File: src/rtl/ctrl_exec_pkg.sv
/*
  Package for the control-instruction execution block: opcodes, field
  positions, cycle counts and the carrier structs.
  Assumes a 14-bit instruction word and an 8-bit data path.
*/
package ctrl_exec_pkg;
  localparam int INSTR_W = 14;
  localparam int DATA_W = 8;
  localparam int PC_W = 15;
  // Opcode encodings of the handled instructions
  localparam logic [13:0] OP_NO_OPERATION = 14'h0000;
  localparam logic [13:0] OP_SOFT_RESET = 14'h0001;
  localparam logic [13:0] OP_IRQ_RETURN = 14'h0009;
  localparam logic [13:0] OP_LIT_RETURN_MASK = 14'h3F00;
  localparam logic [13:0] OP_LIT_RETURN = 14'h3400;
  localparam int LIT_LSB = 0;
  localparam int GIE_BIT = 7;
  localparam logic [1:0] RETURN_CYCLES = 2'h2;

  typedef struct packed {
    logic valid;
    logic [13:0] word;
  } fetch_t;

  typedef struct packed {
    logic pc_inc;
    logic pc_load;
    logic [14:0] pc_value;
    logic stack_pop;
    logic w_load;
    logic [7:0] w_value;
    logic irq_enable_set;
    logic reset_cause_clear;
    logic soft_reset;
  } core_ctl_t;
endpackage

File: src/rtl/ctrl_exec.sv
/*
  Execution of no-operation, software reset, interrupt return and literal
  return. Fetch presents one instruction word with a valid flag; the block
  answers with a struct of one-cycle core control strobes.
  Assumes the core acts on the strobes in the cycle they are high and that
  the caller may present words while busy; they are ignored.
*/
`timescale 1ns/100ps
`default_nettype none
module ctrl_exec #(
  parameter int PC_WIDTH = ctrl_exec_pkg::PC_W
) (
  input wire logic clk,
  input wire logic rst_b,
  input wire ctrl_exec_pkg::fetch_t fetch,
  input wire logic [PC_WIDTH-1:0] stack_top_entry,
  output ctrl_exec_pkg::core_ctl_t ctl,
  output logic busy
);
  // The carrier struct fixes the PC width, so no other value can be served
  if (PC_WIDTH != ctrl_exec_pkg::PC_W) begin : g_bad_width
    $error("PC_WIDTH must match the package");
  end

  // Idle, strobe cycle of a return, then the flush cycle of a return
  typedef enum logic [2:0] {
    ST_IDLE = 3'b001,
    ST_POP = 3'b010,
    ST_FLUSH = 3'b100
  } state_t;

  state_t state_q, state_d;
  ctrl_exec_pkg::core_ctl_t ctl_q, ctl_d;

  logic is_nop, is_rst, is_rfi, is_rlw, take;
  assign take = fetch.valid && (state_q == ST_IDLE);
  assign is_nop = fetch.word == ctrl_exec_pkg::OP_NO_OPERATION;
  assign is_rst = fetch.word == ctrl_exec_pkg::OP_SOFT_RESET;
  assign is_rfi = fetch.word == ctrl_exec_pkg::OP_IRQ_RETURN;
  assign is_rlw = (fetch.word & ctrl_exec_pkg::OP_LIT_RETURN_MASK) ==
    ctrl_exec_pkg::OP_LIT_RETURN;

  always_comb begin
    state_d = state_q;
    ctl_d = '0;
    unique case (state_q)
      ST_IDLE: begin
        if (take) begin
          if (is_nop) begin
            ctl_d.pc_inc = 1'b1;
          end else if (is_rst) begin
            ctl_d.soft_reset = 1'b1;
            ctl_d.reset_cause_clear = 1'b1;
          end else if (is_rfi || is_rlw) begin
            // First cycle: pop the return address into the PC
            ctl_d.stack_pop = 1'b1;
            ctl_d.pc_load = 1'b1;
            ctl_d.pc_value = stack_top_entry;
            ctl_d.irq_enable_set = is_rfi;
            ctl_d.w_load = is_rlw;
            // Literal only for the literal return, so W data stays quiet otherwise
            if (is_rlw) begin
              ctl_d.w_value = fetch.word[ctrl_exec_pkg::LIT_LSB +: ctrl_exec_pkg::DATA_W];
            end
            state_d = ST_POP;
          end
        end
      end
      ST_POP: begin
        // Strobes stand this cycle; the next one flushes the fetched word
        state_d = ST_FLUSH;
      end
      ST_FLUSH: begin
        // Pipeline flush; no strobes
        state_d = ST_IDLE;
      end
      default: state_d = ST_IDLE;
    endcase
  end

  always_ff @(posedge clk or negedge rst_b) begin
    if (!rst_b) begin
      state_q <= ST_IDLE;
      ctl_q <= '0;
    end else begin
      state_q <= state_d;
      ctl_q <= ctl_d;
    end
  end

  assign ctl = ctl_q;
  assign busy = (state_q != ST_IDLE);
endmodule
`default_nettype wire

File: config.mk
export PLATFORM = sky130hd
export DESIGN_NAME = ctrl_exec
export DESIGN_NICKNAME = d
export VERILOG_FILES = /design/src/rtl/ctrl_exec_pkg.sv /design/src/rtl/ctrl_exec.sv
export SDC_FILE = /design/constraint.sdc
export NUM_CORES = 1
export LEC_CHECK = 0
export ABC_AREA = 1
export BUFFER_PORTS_ARGS = -buffer_cell sky130_fd_sc_hd__buf_2
export CAP_MARGIN = 25
export CORE_ASPECT_RATIO = 1.5
export CORE_MARGIN = 1
export CORE_UTILIZATION = 30
export CTS_CLUSTER_SIZE = 16
export DETAILED_ROUTE_END_ITERATION = 8
export HOLD_SLACK_MARGIN = 0.1
export PLACE_DENSITY = 0.66
export SETUP_SLACK_MARGIN = 0.2
export SLEW_MARGIN = 25
export SYNTH_ARGS = -nofsm -noshare
export SYNTH_HDL_FRONTEND = slang
export SYNTH_SLANG_ARGS = --single-unit
File: constraint.sdc
create_clock -name clk -period 2.6 [get_ports clk]
set_clock_uncertainty 0.05 [all_clocks]
set_input_delay 0.52 -clock clk [delete_from_list [all_inputs] [get_ports clk]]
set_output_delay 0.52 -clock clk [all_outputs]
set_load 0.005 [all_outputs]
==> metrics.cfg <==
[worst_setup_path]
crit_required_ns = 2.03
cpMostUsedCell = inv_1
crit_slowest_cell = dfstp_2
path_buf_inv = 3
start_kind = flip-flop
endpoint_kind = output pin
path_delay_family = flip-flops
critPathMaxFanout = 12
arrival_ns = 1.45
cp_cell_sequence = inv_1 > nor3_4 > inv_1 > buf_2
critPathKind = flip-flop to output pin
slowest_delay_ns = 0.51

[power]
p_total_mw = 0.893
p_leak_nw = 1.11
irDropWorstVdd_uv = 282
power_frac_clock = 0.382
internal-power_mw = 0.700
seqPwrFrac = 0.543
power_density_nw_per_um2 = 524
switching_share = 0.216
power_frac_comb = 0.075
power_switching_mw = 0.193

[cts]
cts_buffers = 5
cts_setup_buffers = 0
clockBufferDepth = 2
clock_tree.root_cell = clkbuf_8
h-tree-depth = 2
tritoncts = built
clk_latency_ns = 0.27
ctsHoldBuffers = 0
cts_sinks = 31
cts-resized-gates = 0
clk_pin_slew_worst_paths_ns = 0.06

[synth]
ys_ff_latch = 31
syn-instance-count = 132
netlist_area_um2 = 1290
syn_avg_cell_area_um2 = 9.76
ys_seq_area_frac = 0.603
syn-num-nets = 164
yosysWarnings = 0
synthDistinctLibCells = 21

[timing]
period_minus_slack_ns = 2.02
tightest_slew_ns = 0.648
fin_crit_sh = 0.775
relSlewSlack = 0.568
setup_tns_ns = 0
fmaxAchievable_ghz = 0.496
finalSetupViolCount = 0
slew_viol_final = 0
finalHoldViolations = 0
rsz0062_at_grt = no

[die]
ioPinCount = 63
initial_core_util = 0.320
dieArea_um2 = 4570
die_w_um = 55.5
rows = 28
coreArea_um2 = 4030
die_h_um = 82.3

[detailed_routing]
first_iter_violations = 14
wl_met3_um = 122
ant_nets = 0
drcViolationCount = 0
wl_met1_um = 812
firstDrtPassIters = 4
wirelength_um = 2350
via_per_inst = 4.13
via_count = 1004
wl_per_cell_um = 9.65
route.met2.wl_um = 1350
top_layer_used = met4

[grt]
grt_max_degree = 32
grt_pass1_wl_um = 3630
gr-total-overflow = 0
antenna_found_initial = 0
first_global_vias = 888
track_usage = 0.110

[placed_design]
portBuffers = 62
placed_cells = 235
routabilityCongestion = 0.729
dp_hpwl_um = 1890

[run]
cap_viol_max_count = 0

[cells_and_area]
fin_cells = 243
syn_to_final_growth_pct = 32.3
num_antenna_cells = 0
final_nets = 229
drive_gt1_frac = 0.444

[status]
status = finished clean

[min_path]
holdCritPathClass = input port to asynchronous set/reset pin

## placed cells by master (no fill, tap or decap), types with 2 or more instances in the layout
master | synthesis | layout
buf_2 | 1 | 62
clkbuf_1 | 0 | 2
clkbuf_8 | 0 | 5
dfrtp_1 | 30 | 30
inv_1 | 26 | 26
nand2_1 | 19 | 19
nand2_2 | 2 | 2
nand3_1 | 3 | 3
nor2_1 | 28 | 28
nor2_2 | 8 | 8
nor2_4 | 2 | 2
## synthesized netlist by cell type (all sizes together)
cell    count  area (um^2)
nand3       5         42.5
nor3        3         31.3
nand3b      1         20.0
dfstp       1         26.3
inv        26         97.6
a21oi       1         16.3
dfrtp      30          751
nor2       38          178
o21ai       1         5.00
nand2      21         83.8
or2         1         6.26
buf         4         31.3
## flip-flops by register name, summed over array words and instances (netlist names)
signal	cells
ctl	28
state_q	3
## routing by layer
metal,global-route usage,vias up
met4,0.0825,0
met1,0.0925,461
li1,-,507
met3,0.0421,4
met2,0.207,32
met5,0,-
## area by class of cell
| type | count | area (um^2) |
|---|---|---|
| clock buffers | 7 | 76.3 |
| clock inverters | 1 | 5.00 |
| fillers | 391 | 2320 |
| inverters | 26 | 97.6 |
| multi-input cells | 71 | 383 |
| flip-flops and latches | 31 | 777 |
| well taps | 45 | 56.3 |
| repair buffers | 62 | 310 |
## through the flow
| step | utilization | cell area [um^2] | hold slack [ns] | setup slack, ns |
|---|---|---|---|---|
| CTS | 0.423 | 1710 | 0.247 | 0.553 |
| detailed placement | 0.403 | 1620 | 0.457 | 0.772 |
| global route | 0.423 | 1710 | 0.271 | 0.458 |
| global placement | 0.403 | 1620 | 0.453 | 0.853 |
| floorplan | - | 1290 | 0.174 | 1.10 |
| finish | 0.423 | 1710 | 0.223 | 0.584 |
## kinds of logic (layout without fill, tap and decap cells)
logic type	count (synthesis)	after routing	synth area share
buf+inv	30	96	0.100
flops	31	31	0.603
compound gates	2	2	0.0165
simple gates	69	69	0.281
## power by group through the flow
stage | Sequential, mW | Clock [mW] | Combinational (mW)
2_1_floorplan | 0.494 | 0 | 0.0278
3_5_place_dp | 0.494 | 0 | 0.0683
4_1_cts | 0.485 | 0.358 | 0.0686
3_3_place_gp | 0.494 | 0 | 0.0673
6_report | 0.485 | 0.342 | 0.0667
5_1_grt | 0.485 | 0.380 | 0.0762
## final timing paths
| kind | endpoint | start | cells past startpoint | slack, ns |
|---|---|---|---|---|
| max in group asynchronous | state_q[1] | rst_b | 1 | 1.85 |
| min in group clk | ctl[14] | stack_top_entry[1] | 3 | 0.40 |
| max | busy | state_q[0] | 4 | 0.58 |
| max reg2reg | ctl[15] | state_q[0] | 6 | 0.79 |
| min | ctl[4] | rst_b | 1 | 0.22 |
| min reg2reg | state_q[2] | state_q[2] | 1 | 0.46 |
Power figures use the tool's default switching activity.
